$ cat config.mk
export PLATFORM = sky130hd
export DESIGN_NAME = adc_calibration_sequencer
export DESIGN_NICKNAME = d
export VERILOG_FILES = /design/src/adc_calibration_sequencer.v
export VERILOG_INCLUDE_DIRS = /design/src
export SDC_FILE = /design/constraint.sdc
export NUM_CORES = 1
export LEC_CHECK = 0
export BUFFER_PORTS_ARGS = -buffer_cell sky130_fd_sc_hd__buf_2
export CELL_PAD_IN_SITES_DETAIL_PLACEMENT = 0
export CELL_PAD_IN_SITES_GLOBAL_PLACEMENT = 1
export CORE_MARGIN = 1
export CORE_UTILIZATION = 35
export DETAILED_ROUTE_END_ITERATION = 12
export PLACE_DENSITY = 0.62
export REMOVE_ABC_BUFFERS = 1
export SYNTH_ARGS = -nofsm -noshare
export SYNTH_HDL_FRONTEND = slang
export SYNTH_SLANG_ARGS = --single-unit
$ cat constraint.sdc
create_clock -name i_sys_clk -period 2.74 [get_ports i_sys_clk]
set_input_delay 0.411 -clock i_sys_clk [delete_from_list [all_inputs] [get_ports i_sys_clk]]
set_output_delay 0.411 -clock i_sys_clk [all_outputs]
set_load 0.1 [all_outputs]
$ cat src/cal_seq_map.vh
// Constants for the calibration sequencer: mode codes, durations, timing counts
`ifndef CAL_SEQ_MAP_VH
`define CAL_SEQ_MAP_VH

// Two-bit operating mode codes
`define MODE_NORMAL        2'h0
`define MODE_SELF_CAL      2'h1
`define MODE_ZS_SYS_CAL    2'h2
`define MODE_FS_SYS_CAL    2'h3

// Durations in output-rate periods
`define SELF_CAL_PERIODS   4'h6
`define SELF_RDY_PERIODS   4'h9
`define SYS_CAL_PERIODS    4'h3
`define SYS_RDY_PERIODS    4'h4

// Scaling pipeline delay in master clock periods, at most 2000
`define PIPE_DELAY_CLKS    11'h7D0

// Master clock periods per output-rate period for each update-rate code
`define RATE0_CLKS         24'h00C000
`define RATE1_CLKS         24'h00A000
`define RATE2_CLKS         24'h002666
`define RATE3_CLKS         24'h001333

// Result width
`define RESULT_W           16

`endif

$ cat src/adc_calibration_sequencer.v
// Calibration sequencer: mode field, output-rate timing, result-valid and data register
// How it works
// - After a calibration the block runs one normal conversion and then drives result_valid_n low.
// - When the calibration part of the sequence completes the mode field returns to normal operation.
// - The mode field clears strictly before result_valid_n falls, and clearing alone does not mark new data.
// - The wait to result_valid_n includes one conversion plus a scaling pipeline delay of at most 2000 clocks.
// - Self calibration (code 1) runs zero then full scale, clears the mode after 6 periods, valid after 9 plus delay.
// - System zero-scale calibration (code 2) clears the mode after 3 periods, valid after 4 plus delay.
// - System full-scale calibration (code 3) clears the mode after 3 periods, valid after 4 plus delay.
// - The latest conversion result is held in a read-only 16-bit data register.
`timescale 1ns/1ps
`include "cal_seq_map.vh"

module adc_calibration_sequencer
(
  // Clock and reset
  input  wire                   i_sys_clk,
  input  wire                   i_reset_n,
  // Mode write from the host
  input  wire                   i_mode_wr,
  input  wire [1:0]             i_mode,
  // Update-rate setting
  input  wire [1:0]             i_rate_sel,
  // Conversion result from the filter, one-cycle strobe
  input  wire                   i_conv_valid,
  input  wire [`RESULT_W-1:0]   i_conv_data,
  // Mode field and calibration phase
  output reg                    o_op_mode_hi,
  output reg                    o_op_mode_lo,
  output reg                    o_zero_scale,
  output reg                    o_full_scale,
  output reg                    o_cal_on_input,
  // Result
  output reg                    o_result_valid_n,
  output reg  [`RESULT_W-1:0]   o_data
);

  // State codes, one-hot
  localparam [3:0] ST_IDLE = 4'h1;
  localparam [3:0] ST_CAL  = 4'h2;
  localparam [3:0] ST_CONV = 4'h4;
  localparam [3:0] ST_PIPE = 4'h8;

  //--------------------------------------------------------------------------
  // Reset release
  //--------------------------------------------------------------------------
  reg        rst_meta_q;
  reg        rst_n_q;

  // Two-stage release of the asynchronous reset
  always @(posedge i_sys_clk or negedge i_reset_n)
  begin
    if (!i_reset_n)
    begin
      rst_meta_q <= 1'b0;
      rst_n_q    <= 1'b0;
    end
    else
    begin
      rst_meta_q <= 1'b1;
      rst_n_q    <= rst_meta_q;
    end
  end

  //--------------------------------------------------------------------------
  // Output-rate period timer
  //--------------------------------------------------------------------------
  reg  [23:0] rate_clks;
  reg  [23:0] rate_cnt_q;
  wire        period_tick;

  // Period length from the update-rate code
  always @*
  begin
    case (i_rate_sel)
      2'h0:    rate_clks = `RATE0_CLKS;
      2'h1:    rate_clks = `RATE1_CLKS;
      2'h2:    rate_clks = `RATE2_CLKS;
      default: rate_clks = `RATE3_CLKS;
    endcase
  end

  assign period_tick = (rate_cnt_q >= rate_clks - 24'h000001);

  //--------------------------------------------------------------------------
  // Sequencer
  //--------------------------------------------------------------------------
  reg  [3:0]  state_q;
  reg  [1:0]  mode_q;
  reg  [3:0]  per_cnt_q;
  reg  [3:0]  cal_len_q;
  reg  [3:0]  rdy_len_q;
  reg  [10:0] pipe_cnt_q;
  reg         start_cal;

  always @*
  begin
    // Only an idle block takes a write, so a refused write cannot restart the timer
    start_cal = i_mode_wr && (i_mode != `MODE_NORMAL) && (state_q == ST_IDLE);
  end

  // Main sequencing process
  always @(posedge i_sys_clk or negedge rst_n_q)
  begin
    if (!rst_n_q)
    begin
      state_q          <= ST_IDLE;
      mode_q           <= `MODE_NORMAL;
      per_cnt_q        <= 4'h0;
      cal_len_q        <= 4'h0;
      rdy_len_q        <= 4'h0;
      pipe_cnt_q       <= 11'h000;
      rate_cnt_q       <= 24'h000000;
      o_op_mode_hi     <= 1'b0;
      o_op_mode_lo     <= 1'b0;
      o_zero_scale     <= 1'b0;
      o_full_scale     <= 1'b0;
      o_cal_on_input   <= 1'b0;
      o_result_valid_n <= 1'b1;
      o_data           <= 16'h0000;
    end
    else
    begin
      // Free-running period timer, restarted with each calibration
      if (start_cal || period_tick)
        rate_cnt_q <= 24'h000000;
      else
        rate_cnt_q <= rate_cnt_q + 24'h000001;
      o_op_mode_hi <= mode_q[1];
      o_op_mode_lo <= mode_q[0];
      case (state_q)
        ST_IDLE:
        begin
          // Normal conversions update data and result-valid
          if (i_conv_valid)
          begin
            o_data           <= i_conv_data;
            o_result_valid_n <= 1'b0;
          end
          if (start_cal)
          begin
            mode_q           <= i_mode;
            o_op_mode_hi     <= i_mode[1];
            o_op_mode_lo     <= i_mode[0];
            per_cnt_q        <= 4'h0;
            o_result_valid_n <= 1'b1;
            o_cal_on_input   <= (i_mode != `MODE_SELF_CAL);
            o_zero_scale     <= (i_mode != `MODE_FS_SYS_CAL);
            o_full_scale     <= (i_mode == `MODE_FS_SYS_CAL);
            if (i_mode == `MODE_SELF_CAL)
            begin
              cal_len_q <= `SELF_CAL_PERIODS;
              rdy_len_q <= `SELF_RDY_PERIODS;
            end
            else
            begin
              cal_len_q <= `SYS_CAL_PERIODS;
              rdy_len_q <= `SYS_RDY_PERIODS;
            end
            state_q <= ST_CAL;
          end
        end
        ST_CAL:
        begin
          if (period_tick)
          begin
            per_cnt_q <= per_cnt_q + 4'h1;
            // Self calibration moves from zero to full scale halfway
            if (mode_q == `MODE_SELF_CAL && per_cnt_q == 4'h2)
            begin
              o_zero_scale <= 1'b0;
              o_full_scale <= 1'b1;
            end
            if (per_cnt_q + 4'h1 == cal_len_q)
            begin
              mode_q         <= `MODE_NORMAL;
              o_op_mode_hi   <= 1'b0;
              o_op_mode_lo   <= 1'b0;
              o_zero_scale   <= 1'b0;
              o_full_scale   <= 1'b0;
              o_cal_on_input <= 1'b0;
              state_q        <= ST_CONV;
            end
          end
        end
        ST_CONV:
        begin
          // One normal conversion after the calibration
          if (period_tick)
          begin
            per_cnt_q <= per_cnt_q + 4'h1;
            if (per_cnt_q + 4'h1 == rdy_len_q)
            begin
              pipe_cnt_q <= 11'h000;
              state_q    <= ST_PIPE;
            end
          end
          if (i_conv_valid)
            o_data <= i_conv_data;
        end
        ST_PIPE:
        begin
          // Scaling pipeline delay, then result valid
          if (pipe_cnt_q == `PIPE_DELAY_CLKS - 11'h001)
          begin
            o_result_valid_n <= 1'b0;
            state_q          <= ST_IDLE;
          end
          else
            pipe_cnt_q <= pipe_cnt_q + 11'h001;
        end
        default:
        begin
          state_q <= ST_IDLE;
        end
      endcase
    end
  end

endmodule // adc_calibration_sequencer

[Word level (Yosys, flattened, before mapping)]
Index checks and enable logic that the tools add are counted.
Word-level totals
  output and inout bits: 22
  logic and storage cells: 114
  bits in registers: 77
  input bits: 24
Operators by class
  reductions and logical operators: 20
  eq/ne operators: 25
  add/sub/neg operators: 4
  multiplexer cells: 48
  order comparisons: 1
Operators with widths (count)
  one-hot mux 16 bit (3 select lines): 1
  two-way mux 4 bit: 9
  two-way mux 11 bit: 3
  adder 24 x 1 -> 24 bit (second input constant): 1
  >= comparator 24 bit: 1
  two-way mux 24 bit: 1
  subtractor 24 x 1 -> 24 bit (second input constant): 1
  one-hot mux 11 bit (2 select lines): 1
  two-way mux 1 bit: 20
  != test 2 bit (second input constant): 8
  one-hot mux 4 bit (4 select lines): 1
  one-hot mux 1 bit (2 select lines): 6
  AND reduction 4 bit: 3
  adder 11 x 1 -> 11 bit (second input constant): 1
  equality test 11 bit (second input constant): 1
  nonzero test 2 bit: 5
  equality test 4 x 2 -> 1 bit (second input constant): 2
  equality test 4 bit: 2
  one-hot mux 4 bit (2 select lines): 1
  equality test 2 x 1 -> 1 bit (second input constant): 3
  two-way mux 2 bit: 3
  != test 3 bit (second input constant): 2
  AND reduction 3 bit: 2
  AND reduction 6 bit: 1
  13 further kinds: 19

[Depth between registers and ports, before layout]
Gate-level depths: netlist of run 1.
  depth after elaboration: 6
  gate-level depth with buffers: 11
  depth with buffers taken out: 9

[Worst setup path after synthesis of run 1]
OpenSTA, ideal clock, no wires.
  kind: input port to flip-flop
  start: input i_rate_sel[1]
  end: register rate_cnt_q[16]
  setup time: 70 ps
  data arrival time: 2243 ps
  data required time: 2670 ps
  buffers on the path: 2
  stages: 10
  path slack: 428 ps
  cell sequence: nor2b_1 -> ha_1 -> o211a_1 -> o311a_1 -> o211ai_1 -> nand2_4 -> or2_1 -> buf_6 -> buf_12 -> nor2_4
On the way
  word-level cells in the longest chain between the ends: 6
  elaborated cells between the ends (all ways): 8
  those cells by class: add/sub (1); order compare (1); eq/ne (2); mux (2); reduce/logical (2)
RTL lines
  from (decl): line adc_calibration_sequencer.v:23  | input wire [1:0] i_rate_sel,
  equality test 2 bit (tied with other cells): line adc_calibration_sequencer.v:75  | case (i_rate_sel)
  one-hot mux 16 bit (3 select lines) (*): line adc_calibration_sequencer.v:75
  subtractor 24 x 1 -> 24 bit (*): line adc_calibration_sequencer.v:83  | assign period_tick = (rate_cnt_q >= rate_clks - 24'h000001);
  >= comparator 24 bit (*): line adc_calibration_sequencer.v:83
  logical OR 1 bit (*): line adc_calibration_sequencer.v:125  | if (start_cal || period_tick)
  two-way mux 24 bit (*): line adc_calibration_sequencer.v:125
  to (signal assigned): line adc_calibration_sequencer.v:128  | rate_cnt_q <= rate_cnt_q + 24'h000001;
  to (decl): line adc_calibration_sequencer.v:69  | reg [23:0] rate_cnt_q;
Mark *: on every way between the ends. The rest lies on a longest branch, timed or not.
A chain may end at the register's enable or synchronous reset.

[Worst setup path after layout of run 1]
  start: register rate_cnt_q[3]
  end: register rate_cnt_q[6]
On the way
  word-level cells in the longest chain between the ends: 3
  elaborated cells between the ends (all ways): 4
  those cells by class: add/sub (1); order compare (1); mux (1); reduce/logical (1)
RTL lines (line)
  >= comparator 24 bit: adc_calibration_sequencer.v:83
  logical OR 1 bit: adc_calibration_sequencer.v:125
  two-way mux 24 bit (*): adc_calibration_sequencer.v:125
Marks and branches as above.

==> metrics, run 1 <==
Final nets 437; GP Congestion 0.755; WP data arrival 2580 ps; hpwl dp 5.33 mm; Setup CP Type reg -> reg; Syn. warnings 0; Die Wd 105 µm; vias in the first global route 2,600; Synth Area in Simple Gates 19.7%; Post-Synth XOR/XNOR Area 5.45%; CTS tree built; placed cells 519; main combinational cell family by area after synthesis simple AND/OR/NAND/NOR gates; EDFF count, synth 0; worst slew pin tran 618 ps; Syn Inst Count 333; Lkg Pwr 0.00194 µW; min-delay worst type in -> reg; area grow syn2layout 17.2%; register area share after synthesis 48.8%; Pre-antenna DRT Iters 4; Placed Area 0.00412 mm²; final standard cell area without fillers 0.00433 mm²; highest ir drop seen on vdd 0.755 mV; Synth Area in Adders 6.09%; CTS H-tree depth 3; Synth Area in Compound Gates 11.5%; Non-Filler Instances 536; initial antenna violation count 0; ant diodes 0; post-synthesis mux area share 5.42%; vias per cell 4.92; Yosys top cell area share 47.4%; Synth area leaders dfrtp_1 (47%), ha_1 (6.1%), mux2_2 (4.9%); height of the die 105 µm; Max-cap violations 0; Root Driver clkbuf_8; IO Port Bufs 45; largest net degree at the start of global routing 37; Synth Register Bits 72; Total GRT Usage 14.6%; Die Area 0.0110 mm²; Skew-Pair Late Insertion Delay 350 ps; final-report hold violation count 0; PwrDens 1060 mW/mm²; # setup viols final 0; Routed WL 7.30 mm; Critical Path Source Type flip-flop; Starting Density 36.0%; required time worst endpoint 3010 ps; total gr overflow 0; FP Rows 37; WL/cell 13.6 µm; initial drt markers 63; Tmin final 2300 ps; CP endpoint kind flip-flop; crit path max fanout 17; total CTS buffers 9; DRC errors left 0; Synth async-reset ratio 100%; worst relative slew slack 58.7%; CTS resizes 0; Avg Cell Area, Syn 11.1 µm²; Mapped Area 0.00370 mm²; Max Root-Sink Buffers 2; share of post-route cells with drive strength above 1 27.5%; hold slack 295 ps; Worst-path clk slew 80 ps; ys flop type dfrtp_1; outcome finished, final reports clean; RSZ-0062 raised after global routing no; Max Slew Vio Count 0; TNS Setup 0 ps; fmax 434 MHz; post-route clock period utilization 84.1%; Distinct cells, synth 53; CTS sink cnt 72; Yosys top cell by area dfrtp_1; total core area 0.0103 mm²; I/O pins 46; first-pass GRT wire length 12.7 mm; Vias 2,635; Final Skew 17.9 ps; ANT nets after route 0
==> worst max-delay path: stages (launching register included) <==
cell	delay, ps
dfrtp_1	450
ha_1	340
a211oi_1	200
o21ai_0	110
o211ai_1	360
nand2_4	160
or2_1	240
buf_4	230
nor2_1	130
==> Yosys cell counts, types with 2 or more instances <==
| cell type | n |
|---|---|
| a21o_1 | 4 |
| a21oi_1 | 16 |
| a22o_1 | 7 |
| a31oi_1 | 13 |
| and2_1 | 6 |
| and3_1 | 3 |
| and4_1 | 3 |
| buf_2 | 3 |
| clkbuf_1 | 6 |
| conb_1 | 2 |
| dfrtp_1 | 70 |
| dfstp_2 | 2 |
| ha_1 | 18 |
| inv_1 | 9 |
| mux2_2 | 16 |
| mux2i_1 | 2 |
| nand2_1 | 17 |
| nand3_1 | 9 |
| nand3b_1 | 3 |
| nand4_1 | 12 |
| nor2_1 | 27 |
| nor2_2 | 2 |
| nor2_4 | 8 |
| nor2b_1 | 6 |
| nor3b_1 | 3 |
| nor4_4 | 2 |
| nor4b_1 | 3 |
| nor4b_2 | 2 |
| o211ai_1 | 2 |
| o21ai_0 | 10 |
| o21ai_1 | 2 |
| o22ai_1 | 2 |
| or2_2 | 2 |
| xnor2_1 | 7 |
| xor2_1 | 16 |
==> routing by layer <==
| metal | track usage, % | share of wire [%] | vias up | wire, µm |
|---|---|---|---|---|
| met3 | 2.62 | 3.1 | 10 | 226 |
| met1 | 21.3 | 52 | 1276 | 3800 |
| met5 | 0 | 0 | - | 0 |
| met4 | 5.73 | 1.6 | 0 | 117 |
| met2 | 21.2 | 43 | 40 | 3160 |
| li1 | - | - | 1309 | - |
==> where the power goes <==
part | internal (µW) | total, µW | switching (µW)
Combinational | 515 | 2190 | 1680
Clock | 449 | 868 | 420
Sequential | 1340 | 1550 | 201
Total | 2310 | 4600 | 2300
==> logic make-up after synthesis <==
group | count (synthesis)
AO/OA/AOI/OAI | 64
XOR/XNOR | 23
adder cells (fa/ha/maj) | 18
buffers and inverters | 20
flip-flops | 72
multiplexers | 18
other | 2
AND/OR/NAND/NOR | 116
==> metrics by stage <==
step	total power [µW]	utilization, %	setup WS [ps]
6_report	4600	42.2	435
5_1_grt	4850	42.2	244
4_1_cts	4660	42.2	418
3_5_place_dp	3770	40.1	103
3_3_place_gp	3750	40.1	223
2_1_floorplan	3360	-	275
==> cell type report <==
class	instances	area, µm²
multi-input combinational	248	1820
sequential	72	1810
fill	1042	5940
timing repair buffer	55	303
inverter	9	33.8
clock inverter	6	67.6
tap	136	170
clock buffer	10	138
==> what timing repair did <==
action | 4_1_cts | 5_1_grt
hold buffers | 1 | 0
setup buffers | 0 | 0
endpoints found under the hold margin | 2 | 0
==> sequential cells by signal, summed over array words and instances (netlist names) <==
signal and flops:
cal_len_q 2, mode_q 2, o_cal_on_input 1, o_data 16, o_full_scale 1, o_op_mode_hi 1
o_op_mode_lo 1, o_result_valid_n 1, o_zero_scale 1, per_cnt_q 4, pipe_cnt_q 11, rate_cnt_q 24
rdy_len_q 1, rst_meta_q 1, rst_n_q 1, state_q 4
==> placed cells by master (no fill, tap or decap), types with 2 or more instances in the layout <==
cell        instances
a31oi_1            13
o211ai_1            2
xor2_1             16
nand3b_1            3
nor2b_1             6
dfstp_2             2
buf_2              45
clkbuf_8           10
nand4_1            12
nor2_4              8
a21oi_1            16
dfrtp_1            69
a21o_1              4
mux2i_1             2
nor2_2              2
a22o_1              7
nor4_4              2
conb_1              9
inv_1               9
o21ai_0            10
nor2_1             27
clkinvlp_4          2
or2_2               2
and3_1              3
nand3_1             9
mux2_2             16
o22ai_1             2
and4_1              3
xnor2_1             7
and2_1              6
ha_1               18
buf_4               9
nor4b_2             2
nand2_1            17
o21ai_1             2
nor4b_1             3
nor3b_1             3
==> final timing paths <==
| check | startpoint | end | slack, ps | cells after the start |
|---|---|---|---|---|
| setup reg to reg | rate_cnt_q[3]$_DFF_PN0_ | rate_cnt_q[6]$_DFF_PN0_ | 440 | 8 |
| hold reg to reg | rst_n_q$_DFF_PN0_ | rate_cnt_q[17]$_DFF_PN0_ | 310 | 1 |
| max in group asynchronous | rst_n_q$_DFF_PN0_ | o_result_valid_n$_DFFE_PN1P_ | 2090 | 1 |
| setup / recovery | rate_cnt_q[3]$_DFF_PN0_ | rate_cnt_q[6]$_DFF_PN0_ | 440 | 8 |
| min in group asynchronous | rst_n_q$_DFF_PN0_ | rate_cnt_q[17]$_DFF_PN0_ | 310 | 1 |
| hold / removal | i_conv_data[11] | o_data[11]$_DFFE_PN0P_ | 300 | 2 |
(Power assumes the default switching activity.)
==> inputs of run 2 (changes only) <==
--- a/config.mk
+++ b/config.mk
@@ -6,13 +6,14 @@
 export SDC_FILE = /design/constraint.sdc
 export NUM_CORES = 1
 export LEC_CHECK = 0
+export ABC_AREA = 1
 export BUFFER_PORTS_ARGS = -buffer_cell sky130_fd_sc_hd__buf_2
 export CELL_PAD_IN_SITES_DETAIL_PLACEMENT = 0
 export CELL_PAD_IN_SITES_GLOBAL_PLACEMENT = 1
 export CORE_MARGIN = 1
 export CORE_UTILIZATION = 35
 export DETAILED_ROUTE_END_ITERATION = 12
-export PLACE_DENSITY = 0.62
+export PLACE_DENSITY = 0.65
 export REMOVE_ABC_BUFFERS = 1
 export SYNTH_ARGS = -nofsm -noshare
 export SYNTH_HDL_FRONTEND = slang
==> constraint.sdc (replaced) <==
create_clock -name i_sys_clk -period 2.4 [get_ports i_sys_clk]
set_input_delay 0.36 -clock i_sys_clk [delete_from_list [all_inputs] [get_ports i_sys_clk]]
set_output_delay 0.36 -clock i_sys_clk [all_outputs]
set_load 0.1 [all_outputs]
==> metrics, run 2 <==
outcome finished, final reports clean; # setup viols final 0 (unchanged); Synth Register Bits 72 (unchanged); Yosys top cell area share 46.4% (-0.99 points); Skew-Pair Late Insertion Delay 350 ps (about the same); worst slew pin tran 577 ps (-40.9 ps); total gr overflow 0 (unchanged); hold depth 2 (unchanged); Yosys top cell by area dfrtp_1; ys flop type dfrtp_1; slowest stage delay, CP 450 ps (about the same); PwrDens 1210 mW/mm² (+14%); Max Slew Vio Count 0 (unchanged); post-route clock period utilization 85.4% (+1.3 points); Final Skew 9.54 ps (-8.31 ps); slowest cell on the critical path dfrtp_1; commonest cells after routing, fill and taps aside nand2_1 (124), dfrtp_1 (69), inv_1 (54); pre-CTS setup slack 85.5 ps (-17.7 ps); clock share of power 18.6% (-0.3 points); Mapped Area 0.00377 mm² (+2.1%); Non-Filler Instances 652 (+22%); CP Cell Sequence inv_1, ha_1, inv_1, nand2_1, nand2_1, nor2_1, nand3_1, a21oi_1, nand3_1, nor2_1, nand2_1, nand2_1; Synth area leaders dfrtp_1 (46%), nand2_1 (12%), ha_1 (6.0%); cell internal pwr 2590 µW (+12%); total CTS buffers 9 (unchanged); FP Rows 37 (unchanged); Total GRT Usage 15.7% (+1.2 points); Reg with most FFs rate_cnt_q; total core area 0.0104 mm² (+0.90%); Synth async-reset ratio 100% (unchanged); CTS tree built; ant diodes 0 (unchanged); share of post-route cells with drive strength above 1 20.5% (-7.0 points); final worst slack 351 ps (-84.5 ps); CTS resizes 0 (unchanged); TNS Setup 0 ps (unchanged); FILL cells 1,064 (+2.1%); Max Root-Sink Buffers 2 (unchanged); Max-cap violations 0 (unchanged); CTS sink cnt 72 (unchanged); worst-case reg-to-reg path depth 12 (+4); ANT nets after route 0 (unchanged); I/O pins 46 (unchanged); highest ir drop seen on vdd 1.14 mV (+51%); Largest regs rate_cnt_q (24), o_data (16), pipe_cnt_q (11); Comb pwr share 49.6% (+2.0 points); most common cell after layout, fill and taps aside nand2_1; Lkg Pwr 0.00224 µW (+15%); RSZ-0062 raised after global routing no; initial drt markers 143 (+130%); max FFs per register 24 (unchanged); vias in the first global route 2,903 (+12%); GP Congestion 0.771 (+2.1%); Starting Density 36.4% (+0.44 points); hold slack 235 ps (-60.3 ps); area grow syn2layout 17.0%; required time worst endpoint 2700 ps (-310 ps); worst relative slew slack 61.5% (+2.8 points); Worst-path clk slew 90 ps (about the same); Die Area 0.0112 mm² (+2.1%); DRC errors left 0 (unchanged); first-pass GRT wire length 13.7 mm (+8.0%); Vias 2,967 (+13%); Die Wd 106 µm (+1.0%); EDFF count, synth 0 (unchanged); fmax 488 MHz (+12%); Setup CP Type reg -> reg; crit path max fanout 6 (-11); Syn. warnings 0 (unchanged); height of the die 106 µm (+1.0%); Pre-antenna DRT Iters 5 (+1); initial antenna violation count 0 (unchanged); placed cells 635 (+22%); largest net degree at the start of global routing 47 (+27%); CTS H-tree depth 3 (unchanged); Syn Inst Count 448 (+35%); Final nets 553 (+27%); final-report hold violation count 0 (unchanged); Reg power frac 31.9% (-1.7 points); IO Port Bufs 45 (unchanged); Psw 2750 µW (+20%); WP data arrival 2350 ps (-230 ps); synth cell count leaders nand2_1 (124), dfrtp_1 (70), inv_1 (54), nor2_1 (43), nand3_1 (28); Switching Share 51.5% (+1.6 points); most used cell, CP nand2_1; most common cell in the netlist nand2_1; Routed WL 7.95 mm (+9.0%); min-delay worst type in -> reg; Avg Cell Area, Syn 8.43 µm² (-24%); Root Driver clkbuf_8; register area share after synthesis 47.8% (-1.0 points); WL/cell 12.2 µm (-10%); CP endpoint kind flip-flop; hpwl dp 6.00 mm (+13%); Distinct cells, synth 38 (-28%); vias per cell 4.55 (-7.4%); Tmin final 2050 ps (-255 ps); Critical Path Source Type flip-flop
## run 2: cell count changes after synthesis, moves of 13 or more
cell     delta
inv_1      +45
nor2_1     +16
xor2_1     -14
a31oi_1    -13
nand2_1   +107
nand3_1    +19
## run 2: area by class of cell
| type | count | area, µm² | share of cell area [%] |
|---|---|---|---|
| clock buffers | 9 | 124 | 2.80 |
| clock inverters | 7 | 78.8 | 1.78 |
| inverters | 60 | 225 | 5.10 |
| multi-input cells | 316 | 1720 | 39.0 |
| flip-flops and latches | 72 | 1810 | 40.9 |
| well taps | 136 | 170 | 3.85 |
| repair buffers | 52 | 293 | 6.63 |
## run 2: timing repair
action                                 4_1_cts  5_1_grt
endpoints found under the hold margin        2        0
setup buffers                                0        0
hold buffers                                 1        0
## run 2: cells by family after synthesis
kind of cell	Yosys count	share of synthesized area [%]
buffers and inverters	67	7.29
AOI/OAI and AO/OA	47	7.46
xor gates and xnor gates	2	0.464
and+or+nand+nor	224	26.1
adders and majority gates	18	5.97
muxes	16	4.77
other	2	0.199
DFF	72	47.8
## run 2: path summary, 6_finish.rpt
kind / endpoint / slack [ps] / start
worst max register to register: state_q[2]$_DFFE_PN0P_ / 350 / per_cnt_q[0]$_DFFE_PN0P_
max in group asynchronous: o_result_valid_n$_DFFE_PN1P_ / 1420 / rst_n_q$_DFF_PN0_
worst min register to register: rate_cnt_q[23]$_DFF_PN0_ / 270 / rst_n_q$_DFF_PN0_
worst max-delay path: state_q[2]$_DFFE_PN0P_ / 350 / per_cnt_q[0]$_DFFE_PN0P_
worst min-delay path: o_data[7]$_DFFE_PN0P_ / 230 / i_conv_data[7]
min in group asynchronous: rate_cnt_q[23]$_DFF_PN0_ / 270 / rst_n_q$_DFF_PN0_
## run 2: worst max-delay path: cells and delay by family, from the launching register on
kind | cells | cell delay [ps]
simple gates | 8 | 830
flops | 1 | 450
fa+ha+maj | 1 | 350
buf+inv | 2 | 200
compound gates | 1 | 170
## run 2: per-stage QoR
step / utilization, % / instance area (µm²) / power (µW)
final: 42.6 / 4420 / 5350
after global routing: 42.6 / 4420 / 5650
after CTS: 42.6 / 4420 / 5420
after detailed placement: 40.6 / 4210 / 4390
after global placement: 40.6 / 4210 / 4380
after floorplan: - / 3750 / 3880
## run 2: power by group through the flow
stage | sequential (µW) | clock, µW | combinational, µW
after floorplan | 3010 | 0 | 876
after global placement | 1720 | 0 | 2660
after detailed placement | 1720 | 0 | 2670
after CTS | 1710 | 1040 | 2670
after global routing | 1740 | 1090 | 2820
final | 1700 | 993 | 2650
## run 2: per-layer routing
| metal | part of all wire, % | vias to the layer above | GRT usage [%] |
|---|---|---|---|
| met4 | 1.1 | 0 | 5.06 |
| li1 | - | 1552 | - |
| met5 | 0 | - | 0 |
| met3 | 3.9 | 6 | 4.95 |
| met2 | 43 | 56 | 23.3 |
| met1 | 52 | 1353 | 21.8 |
